`config.mk`:
```
export PLATFORM = sky130hd
export DESIGN_NAME = spp_top
export DESIGN_NICKNAME = d
export VERILOG_FILES = /design/src/include/spp_pkg.sv /design/src/logic/spp_axil.sv /design/src/logic/spp_top.sv
export SDC_FILE = /design/constraint.sdc
export NUM_CORES = 1
export LEC_CHECK = 0
export BUFFER_PORTS_ARGS = -buffer_cell sky130_fd_sc_hd__buf_4
export CORE_UTILIZATION = 35
export CTS_CLUSTER_DIAMETER = 100
export DETAILED_ROUTE_END_ITERATION = 8
export PLACE_DENSITY_LB_ADDON = 0.12
export REMOVE_ABC_BUFFERS = 1
export SETUP_SLACK_MARGIN = 0.05
export SYNTH_ARGS = -nofsm -noshare
export SYNTH_HDL_FRONTEND = slang
export SYNTH_SLANG_ARGS = --single-unit
```
`constraint.sdc`:
```
create_clock -name CLK_IN -period 2 [get_ports CLK_IN]
set_input_delay 0.6 -clock CLK_IN [delete_from_list [all_inputs] [get_ports CLK_IN]]
set_output_delay 0.6 -clock CLK_IN [all_outputs]
set_load 0.01 [all_outputs]
```
`src/include/spp_pkg.sv`:
```
package spp_pkg;

    // Port width and register indices as printed; byte address is four times the index
    localparam int unsigned SPP_WIDTH = 8;
    localparam logic [31:0] SPP_IDX_DATA = 32'hFFFFF051;
    localparam logic [31:0] SPP_IDX_DIR = 32'hFFFFF055;
    localparam logic [31:0] SPP_IDX_FUNC = 32'hFFFFF059;
    localparam logic [31:0] SPP_IDX_OD = 32'hFFFFF05D;
    localparam logic [31:0] SPP_ADDR_DATA = SPP_IDX_DATA << 2;
    localparam logic [31:0] SPP_ADDR_DIR = SPP_IDX_DIR << 2;
    localparam logic [31:0] SPP_ADDR_FUNC = SPP_IDX_FUNC << 2;
    localparam logic [31:0] SPP_ADDR_OD = SPP_IDX_OD << 2;

    // Reset values
    localparam logic [7:0] SPP_RST_DATA = 8'hFF;
    localparam logic [7:0] SPP_RST_DIR = 8'h00;
    localparam logic [7:0] SPP_RST_FUNC = 8'h00;
    localparam logic [7:0] SPP_RST_OD = 8'h00;

    // Bit roles under function select
    localparam logic [7:0] SPP_TX_BITS = 8'h49;
    localparam logic [7:0] SPP_RX_BITS = 8'h92;
    localparam logic [7:0] SPP_CLK_BITS = 8'h24;
    localparam logic [7:0] SPP_OD_MASK = 8'h6D;
    localparam int unsigned SPP_CH_STRIDE = 3;

    // Bus answers
    localparam logic [1:0] SPP_RESP_OKAY = 2'h0;
    localparam logic [1:0] SPP_RESP_SLVERR = 2'h2;

    typedef enum {SPP_SEL_NONE, SPP_SEL_DATA, SPP_SEL_DIR, SPP_SEL_FUNC, SPP_SEL_OD} spp_sel_t;

    typedef struct packed {
        logic [31:0] addr;
        logic [31:0] data;
        logic [3:0] strb;
    } spp_wr_t;

    // Address to register select
    function automatic spp_sel_t spp_decode(input logic [31:0] addr);
        spp_sel_t sel;
        sel = SPP_SEL_NONE;
        if (addr == SPP_ADDR_DATA) begin
            sel = SPP_SEL_DATA;
        end else if (addr == SPP_ADDR_DIR) begin
            sel = SPP_SEL_DIR;
        end else if (addr == SPP_ADDR_FUNC) begin
            sel = SPP_SEL_FUNC;
        end else if (addr == SPP_ADDR_OD) begin
            sel = SPP_SEL_OD;
        end
        return sel;
    endfunction

endpackage

```
`src/logic/spp_axil.sv`:
```
`timescale 1ns/100ps
`default_nettype none
module spp_axil
    import spp_pkg::*;
(
    input wire logic clk_in,
    input wire logic rst_in,
    input wire logic [31:0] awaddr_in,
    input wire logic awvalid_in,
    output logic awready_out,
    input wire logic [31:0] wdata_in,
    input wire logic [3:0] wstrb_in,
    input wire logic wvalid_in,
    output logic wready_out,
    output logic [1:0] bresp_out,
    output logic bvalid_out,
    input wire logic bready_in,
    input wire logic [31:0] araddr_in,
    input wire logic arvalid_in,
    output logic arready_out,
    output logic [31:0] rdata_out,
    output logic [1:0] rresp_out,
    output logic rvalid_out,
    input wire logic rready_in,
    output logic wr_en_out,
    output spp_wr_t wr_out,
    input wire logic wr_hit_in,
    output logic rd_en_out,
    output logic [31:0] rd_addr_out,
    input wire logic [31:0] rd_data_in,
    input wire logic rd_hit_in
);
    logic aw_have_ff;
    logic w_have_ff;
    logic rd_pend_ff;
    logic [31:0] awaddr_ff;
    logic [31:0] wdata_ff;
    logic [3:0] wstrb_ff;
    logic [31:0] araddr_ff;

    // Ready while the holding slot is free and no answer waits
    assign awready_out = !aw_have_ff && !bvalid_out;
    assign wready_out = !w_have_ff && !bvalid_out;
    assign arready_out = !rd_pend_ff && !rvalid_out;
    assign wr_en_out = aw_have_ff && w_have_ff;
    assign wr_out = '{addr: awaddr_ff, data: wdata_ff, strb: wstrb_ff};
    assign rd_en_out = rd_pend_ff;
    assign rd_addr_out = araddr_ff;

    // Write address slot
    always_ff @(posedge clk_in) begin
        if (rst_in) begin
            aw_have_ff <= 1'b0;
            awaddr_ff <= 32'h0;
        end else if (awvalid_in && awready_out) begin
            aw_have_ff <= 1'b1;
            awaddr_ff <= awaddr_in;
        end else if (wr_en_out) begin
            aw_have_ff <= 1'b0;
        end
    end

    // Write data slot
    always_ff @(posedge clk_in) begin
        if (rst_in) begin
            w_have_ff <= 1'b0;
            wdata_ff <= 32'h0;
            wstrb_ff <= 4'h0;
        end else if (wvalid_in && wready_out) begin
            w_have_ff <= 1'b1;
            wdata_ff <= wdata_in;
            wstrb_ff <= wstrb_in;
        end else if (wr_en_out) begin
            w_have_ff <= 1'b0;
        end
    end

    // Write response
    always_ff @(posedge clk_in) begin
        if (rst_in) begin
            bvalid_out <= 1'b0;
            bresp_out <= SPP_RESP_OKAY;
        end else if (wr_en_out) begin
            bvalid_out <= 1'b1;
            bresp_out <= wr_hit_in ? SPP_RESP_OKAY : SPP_RESP_SLVERR;
        end else if (bready_in) begin
            bvalid_out <= 1'b0;
        end
    end

    // Read address capture
    always_ff @(posedge clk_in) begin
        if (rst_in) begin
            rd_pend_ff <= 1'b0;
            araddr_ff <= 32'h0;
        end else if (arvalid_in && arready_out) begin
            rd_pend_ff <= 1'b1;
            araddr_ff <= araddr_in;
        end else begin
            rd_pend_ff <= 1'b0;
        end
    end

    // Read data channel
    always_ff @(posedge clk_in) begin
        if (rst_in) begin
            rvalid_out <= 1'b0;
            rdata_out <= 32'h0;
            rresp_out <= SPP_RESP_OKAY;
        end else if (rd_pend_ff) begin
            rvalid_out <= 1'b1;
            rdata_out <= rd_hit_in ? rd_data_in : 32'h0;
            rresp_out <= rd_hit_in ? SPP_RESP_OKAY : SPP_RESP_SLVERR;
        end else if (rready_in) begin
            rvalid_out <= 1'b0;
        end
    end
endmodule
`default_nettype wire

```
`src/logic/spp_top.sv`:
```
// The AXI4-Lite register port was chosen for this implementation.
`timescale 1ns/100ps
`default_nettype none
module spp_top
    import spp_pkg::*;
#(
    parameter int unsigned WIDTH = SPP_WIDTH
) (
    input wire logic CLK_IN,
    input wire logic RST_IN,
    input wire logic [31:0] S_AXI_AWADDR_IN,
    input wire logic S_AXI_AWVALID_IN,
    output logic S_AXI_AWREADY_OUT,
    input wire logic [31:0] S_AXI_WDATA_IN,
    input wire logic [3:0] S_AXI_WSTRB_IN,
    input wire logic S_AXI_WVALID_IN,
    output logic S_AXI_WREADY_OUT,
    output logic [1:0] S_AXI_BRESP_OUT,
    output logic S_AXI_BVALID_OUT,
    input wire logic S_AXI_BREADY_IN,
    input wire logic [31:0] S_AXI_ARADDR_IN,
    input wire logic S_AXI_ARVALID_IN,
    output logic S_AXI_ARREADY_OUT,
    output logic [31:0] S_AXI_RDATA_OUT,
    output logic [1:0] S_AXI_RRESP_OUT,
    output logic S_AXI_RVALID_OUT,
    input wire logic S_AXI_RREADY_IN,
    input wire logic [WIDTH-1:0] PIN_IN,
    output logic [WIDTH-1:0] PIN_OUT,
    output logic [WIDTH-1:0] PIN_OE_OUT,
    input wire logic [2:0] SERIAL_TRANSMIT_IN,
    input wire logic [1:0] SERIAL_CLOCK_DRIVE_IN,
    output logic [2:0] SERIAL_RECEIVE_OUT,
    output logic [1:0] SERIAL_CLOCK_SENSE_OUT
);
    // The pin mux is fixed to eight positions
    if (WIDTH != SPP_WIDTH) begin : g_width_check
        $error("spp_top serves only an eight-bit port");
    end

    logic [7:0] pin_meta_ff;
    logic [7:0] pin_sync_ff;
    logic [7:0] data_latch_ff;
    logic [7:0] direction_ff;
    logic [7:0] function_ff;
    logic [7:0] open_drain_ff;
    logic [7:0] pin_out_ff;
    logic [7:0] pin_oe_ff;
    logic [2:0] serial_receive_ff;
    logic [1:0] serial_clock_sense_ff;
    logic [7:0] fn_value;
    logic [7:0] nxt_pin_out;
    logic [7:0] nxt_pin_oe;
    logic [7:0] port_view;
    logic [7:0] read_byte;
    logic wr_en;
    spp_wr_t wr;
    logic rd_en;
    logic [31:0] rd_addr;
    logic [31:0] rd_data;
    spp_sel_t wr_sel;
    spp_sel_t rd_sel;
    logic wr_lane0;

    // Bus slave
    spp_axil u_axil (
        .clk_in(CLK_IN),
        .rst_in(RST_IN),
        .awaddr_in(S_AXI_AWADDR_IN),
        .awvalid_in(S_AXI_AWVALID_IN),
        .awready_out(S_AXI_AWREADY_OUT),
        .wdata_in(S_AXI_WDATA_IN),
        .wstrb_in(S_AXI_WSTRB_IN),
        .wvalid_in(S_AXI_WVALID_IN),
        .wready_out(S_AXI_WREADY_OUT),
        .bresp_out(S_AXI_BRESP_OUT),
        .bvalid_out(S_AXI_BVALID_OUT),
        .bready_in(S_AXI_BREADY_IN),
        .araddr_in(S_AXI_ARADDR_IN),
        .arvalid_in(S_AXI_ARVALID_IN),
        .arready_out(S_AXI_ARREADY_OUT),
        .rdata_out(S_AXI_RDATA_OUT),
        .rresp_out(S_AXI_RRESP_OUT),
        .rvalid_out(S_AXI_RVALID_OUT),
        .rready_in(S_AXI_RREADY_IN),
        .wr_en_out(wr_en),
        .wr_out(wr),
        .wr_hit_in(wr_sel != SPP_SEL_NONE),
        .rd_en_out(rd_en),
        .rd_addr_out(rd_addr),
        .rd_data_in(rd_data),
        .rd_hit_in(rd_sel != SPP_SEL_NONE)
    );

    // Register selects
    assign wr_sel = spp_decode(wr.addr);
    assign rd_sel = spp_decode(rd_addr);
    assign wr_lane0 = wr_en && wr.strb[0];

    // Pin synchroniser
    always_ff @(posedge CLK_IN) begin
        if (RST_IN) begin
            pin_meta_ff <= 8'h00;
            pin_sync_ff <= 8'h00;
        end else begin
            pin_meta_ff <= PIN_IN;
            pin_sync_ff <= pin_meta_ff;
        end
    end

    // Output latch, all ones after reset
    always_ff @(posedge CLK_IN) begin
        if (RST_IN) begin
            data_latch_ff <= SPP_RST_DATA;
        end else if (wr_lane0 && wr_sel == SPP_SEL_DATA) begin
            data_latch_ff <= wr.data[7:0];
        end
    end

    // Direction register
    always_ff @(posedge CLK_IN) begin
        if (RST_IN) begin
            direction_ff <= SPP_RST_DIR;
        end else if (wr_lane0 && wr_sel == SPP_SEL_DIR) begin
            direction_ff <= wr.data[7:0];
        end
    end

    // Function select register
    always_ff @(posedge CLK_IN) begin
        if (RST_IN) begin
            function_ff <= SPP_RST_FUNC;
        end else if (wr_lane0 && wr_sel == SPP_SEL_FUNC) begin
            function_ff <= wr.data[7:0];
        end
    end

    // Open-drain select, only implemented bits hold
    always_ff @(posedge CLK_IN) begin
        if (RST_IN) begin
            open_drain_ff <= SPP_RST_OD;
        end else if (wr_lane0 && wr_sel == SPP_SEL_OD) begin
            open_drain_ff <= wr.data[7:0] & SPP_OD_MASK;
        end
    end

    // Per-bit function source and pin drive
    for (genvar i = 0; i < 8; i++) begin : g_bit
        if (SPP_TX_BITS[i]) begin : g_tx
            assign fn_value[i] = SERIAL_TRANSMIT_IN[i / SPP_CH_STRIDE];
        end else if (SPP_CLK_BITS[i]) begin : g_clk
            assign fn_value[i] = SERIAL_CLOCK_DRIVE_IN[i / SPP_CH_STRIDE];
        end else begin : g_rx
            assign fn_value[i] = data_latch_ff[i];
        end
        // Port latch or serial signal
        assign nxt_pin_out[i] = function_ff[i] ? fn_value[i] : data_latch_ff[i];
        // Open drain releases the pin instead of driving high
        assign nxt_pin_oe[i] = direction_ff[i] && !(open_drain_ff[i] && nxt_pin_out[i]);
        // Data read view
        assign port_view[i] = direction_ff[i] ? data_latch_ff[i] : pin_sync_ff[i];
    end

    // Registered pin drive
    always_ff @(posedge CLK_IN) begin
        if (RST_IN) begin
            pin_out_ff <= SPP_RST_DATA;
            pin_oe_ff <= 8'h00;
        end else begin
            pin_out_ff <= nxt_pin_out;
            pin_oe_ff <= nxt_pin_oe;
        end
    end

    // Receive lines to the serial channels, idle high when not routed
    always_ff @(posedge CLK_IN) begin
        if (RST_IN) begin
            serial_receive_ff <= 3'h7;
        end else begin
            for (int k = 0; k < 3; k++) begin
                serial_receive_ff[k] <= function_ff[k * SPP_CH_STRIDE + 1]
                    ? pin_sync_ff[k * SPP_CH_STRIDE + 1] : 1'b1;
            end
        end
    end

    // Clock or clear-to-send input when the clock pin is an input
    always_ff @(posedge CLK_IN) begin
        if (RST_IN) begin
            serial_clock_sense_ff <= 2'h3;
        end else begin
            for (int k = 0; k < 2; k++) begin
                serial_clock_sense_ff[k] <= (function_ff[k * SPP_CH_STRIDE + 2]
                    && !direction_ff[k * SPP_CH_STRIDE + 2])
                    ? pin_sync_ff[k * SPP_CH_STRIDE + 2] : 1'b1;
            end
        end
    end

    // Read mux
    always_comb begin
        read_byte = 8'h00;
        unique case (rd_sel)
            SPP_SEL_DATA: read_byte = port_view;
            SPP_SEL_DIR: read_byte = direction_ff;
            SPP_SEL_FUNC: read_byte = function_ff;
            SPP_SEL_OD: read_byte = open_drain_ff & SPP_OD_MASK;
            SPP_SEL_NONE: read_byte = 8'h00;
        endcase
    end
    assign rd_data = {24'h0, read_byte};

    // Outputs from flops
    assign PIN_OUT = pin_out_ff;
    assign PIN_OE_OUT = pin_oe_ff;
    assign SERIAL_RECEIVE_OUT = serial_receive_ff;
    assign SERIAL_CLOCK_SENSE_OUT = serial_clock_sense_ff;
endmodule
`default_nettype wire

```
==> metrics.yaml <==
min_from: "PIN_IN[0]"
drt_first_pass_iters: 4
drt_iter0_markers: 202
dp_slack_ns: 0.0294
die_w_um: 132
tightest_slew_ns: 0.663
timing.rr.end: "open_drain_ff[6]$_SDFFE_PP0P_"
arrival_ns: 2.14
post-route-period-util_pct: 92.2
grt_overflow: 0
worst_path_max_delay_cell: "or4b_4"
met1_length_mm: 6.03
rrSetupSlack_ns: 0.16
slew_headroom_pct: 55.8
rsz0062_at_grt: "false"
core_sq_um: 16600
grt_pass1_vias: 4515
synth_top_area_share_pct: 52.0
synth.area.top_cells: "dfxtp_1, nand2_1, a21oi_1"
cts_tree: "done"
nets: 902
crit_buf_inv: 1
seq_power_share_pct: 45.6
cts_made_buffers: 17
hold_end: "pin_meta_ff[0]$_SDFF_PP0_"
power.density_nw_per_um2: 926
crit_chain: "or4b_4 > nor4_4 > buf_4 > nand4_2 > mux2i_1"
fin_crit_ns: 1.84
routed_wl_mm: 13.5
crit_path_max_incr_delay_ns: 0.55
ys_types: 34
dieArea_sq_um: 17500
utilization_pct: 46.6
synth_top_area_cell: "dfxtp_1"
grtUsageTotal_pct: 16.2
grt_max_degree: 39
antenna_found_initial: 0
cts_hold_buf: 0
ys_seq_area_share_pct: 52.0
p_leak_nw: 3.35
clockBufferDepth: 2
hpwl_mm: 9.50
drv_slew: 0
switching_share_pct: 22.3
fill_cells: 1680
hp-class: "primary input to register"
portBuffers: 128
avgSynthCellArea_sq_um: 9.05
cp_max_fo: 5
clkPwrFrac_pct: 46.4
maxUsedRoutingLayer: "met4"
wl_per_cell_um: 13.3
rows: 47
start_util_pct: 35.7
criticalPathCategory: "register to register"
wl_met3_um: 773
num_vias: 4610
die_h_um: 132
clock_latency_ns: 0.42
fmax_mhz: 542
syn2layout_area_growth_pct: 30.3
clk_pin_slew_ns: 0.06
pin_count: 182
final_cell_mix: "dfxtp_1, nand2_1, buf_4, a21oi_1, nand2b_1"
status: "completed"
setup_ws_ns: 0.156
fin_setup_tns_ns: 0
netlist_area_sq_um: 5930
irDropWorstVdd_uv: 617
cp-start-kind: "register"
cts_root_buffer: "clkbuf_16"
gp_congestion: 0.774
comb_power_share_pct: 7.9
hold_slack_ns: 0.390
clock-sinks: 154
holdPathStages: 2
skew_ns: 0.00979
internal_power_w: 0.00556
routed_via_density: 4.54
grt_pass1_wl_mm: 22.1
cp.required_ns: 2.30
ctsHtreeMaxLevel: 4
synth-warning-count: 0
netSwitchingPower_w: 0.00159
reg2reg_depth: 5
drc: 0
r2r-start: "u_axil.awaddr_ff[7]$_SDFFE_PP0P_"
syn_inst: 655
ys_ff_latch: 154
finalHoldViolations: 0
antenna_left: 0
setup_viol: 0
num_antenna_cells: 0
maxCapViolations: 0
critPathTopFamily: "simple AND/OR/NAND/NOR gates"
wl_met2_mm: 6.53
endpoint_kind: "register"
drive_gt1_share_pct: 26.9
## cells in the mapped netlist, drive strengths merged
master and number:
dfxtp 154, nand2 154, a21oi 93, nand2b 40, clkbuf 36, buf 29, mux2i 29, nor2 27
nor2b 16, nand4 13, mux2 10, or2 8, inv 7, mux4 5, and2 4, nand4b 4
nor3b 4, nor4 3, nor4bb 3, o2111ai 3, or3b 3, a311oi 2, or3 2, or4b 2
and3 1, and4 1, conb 1, or4bb 1
## registers in the layout (all words and copies together) (netlist names), 8 cells and up
name                count
direction_ff            8
function_ff             8
pin_meta_ff             8
u_axil.rdata_out        8
PIN_OE_OUT              8
u_axil.awaddr_ff       32
u_axil.rd_addr_out     32
PIN_OUT                 8
pin_sync_ff             8
u_axil.wdata_ff         8
data_latch_ff           8
## cell families (layout without fill, tap and decap cells)
kind of cell           count (synthesis)  after routing  share of synthesized area, %
other                                  1             26                        0.0633
buffers and inverters                 72            187                          6.25
AND/OR/NAND/NOR                      286            286                          24.4
flip-flops                           154            154                          52.0
AO/OA/AOI/OAI                         98             98                          8.59
multiplexers                          44             44                          8.70
## layer usage
layer	global-route usage, %	up-vias
met5	0	-
met4	5.04	0
met3	5.04	12
met2	27.2	113
met1	19.7	2102
li1	-	2383
## final cells by class
type,count,area [sq um],share of cell area (%)
Timing Repair Buffer,148,1140,14.8
Clock inverter,11,143,1.85
Tap cell,220,275,3.56
Inverter,7,26.3,0.340
Clock buffer,21,480,6.22
Multi-Input combinational cell,454,2580,33.4
Sequential cell,154,3080,39.9
## how the worst max path moves through the flow
stage	start	endpoint	slack (ns)	cells past startpoint
after floorplan	u_axil.awaddr_ff[12]$_SDFFE_PP0P_	data_latch_ff[0]$_SDFFE_PP1P_	0.003	4
after global routing	u_axil.awaddr_ff[7]$_SDFFE_PP0P_	data_latch_ff[1]$_SDFFE_PP1P_	0.06	6
final	u_axil.awaddr_ff[7]$_SDFFE_PP0P_	open_drain_ff[6]$_SDFFE_PP0P_	0.16	5
after detailed placement	u_axil.awaddr_ff[1]$_SDFFE_PP0P_	open_drain_ff[6]$_SDFFE_PP0P_	0.03	4
after CTS	u_axil.awaddr_ff[12]$_SDFFE_PP0P_	open_drain_ff[6]$_SDFFE_PP0P_	0.11	5
after global placement	u_axil.awaddr_ff[1]$_SDFFE_PP0P_	function_ff[7]$_SDFFE_PP0P_	0.08	4
## timing repair
action / 4_1_cts / 5_1_grt
buffers inserted: 1 / 0
gates cloned: 0 / 0
resized for setup: 0 / 3
pin swaps: 1 / 1
endpoints found under the setup margin: 17 / 9
## stage by stage
stage | total power (W) | area (sq um) | instances
finish | 0.00715 | 7720 | 1015
global route | 0.00746 | 7720 | 1015
CTS | 0.00724 | 7710 | 1015
detailed placement | 0.00390 | 7080 | 982
global placement | 0.00388 | 7080 | 982
floorplan | 0.00358 | 5680 | 615
## power by group through the flow
stage | Sequential, W | Clock (W) | Combinational [W]
after detailed placement | 0.00333 | 0 | 0.000574
after floorplan | 0.00331 | 0 | 0.000264
after global placement | 0.00332 | 0 | 0.000561
final | 0.00326 | 0.00332 | 0.000568
after global routing | 0.00327 | 0.00355 | 0.000636
after CTS | 0.00326 | 0.00341 | 0.000575
No activity file was read; power rests on OpenSTA's default activity.
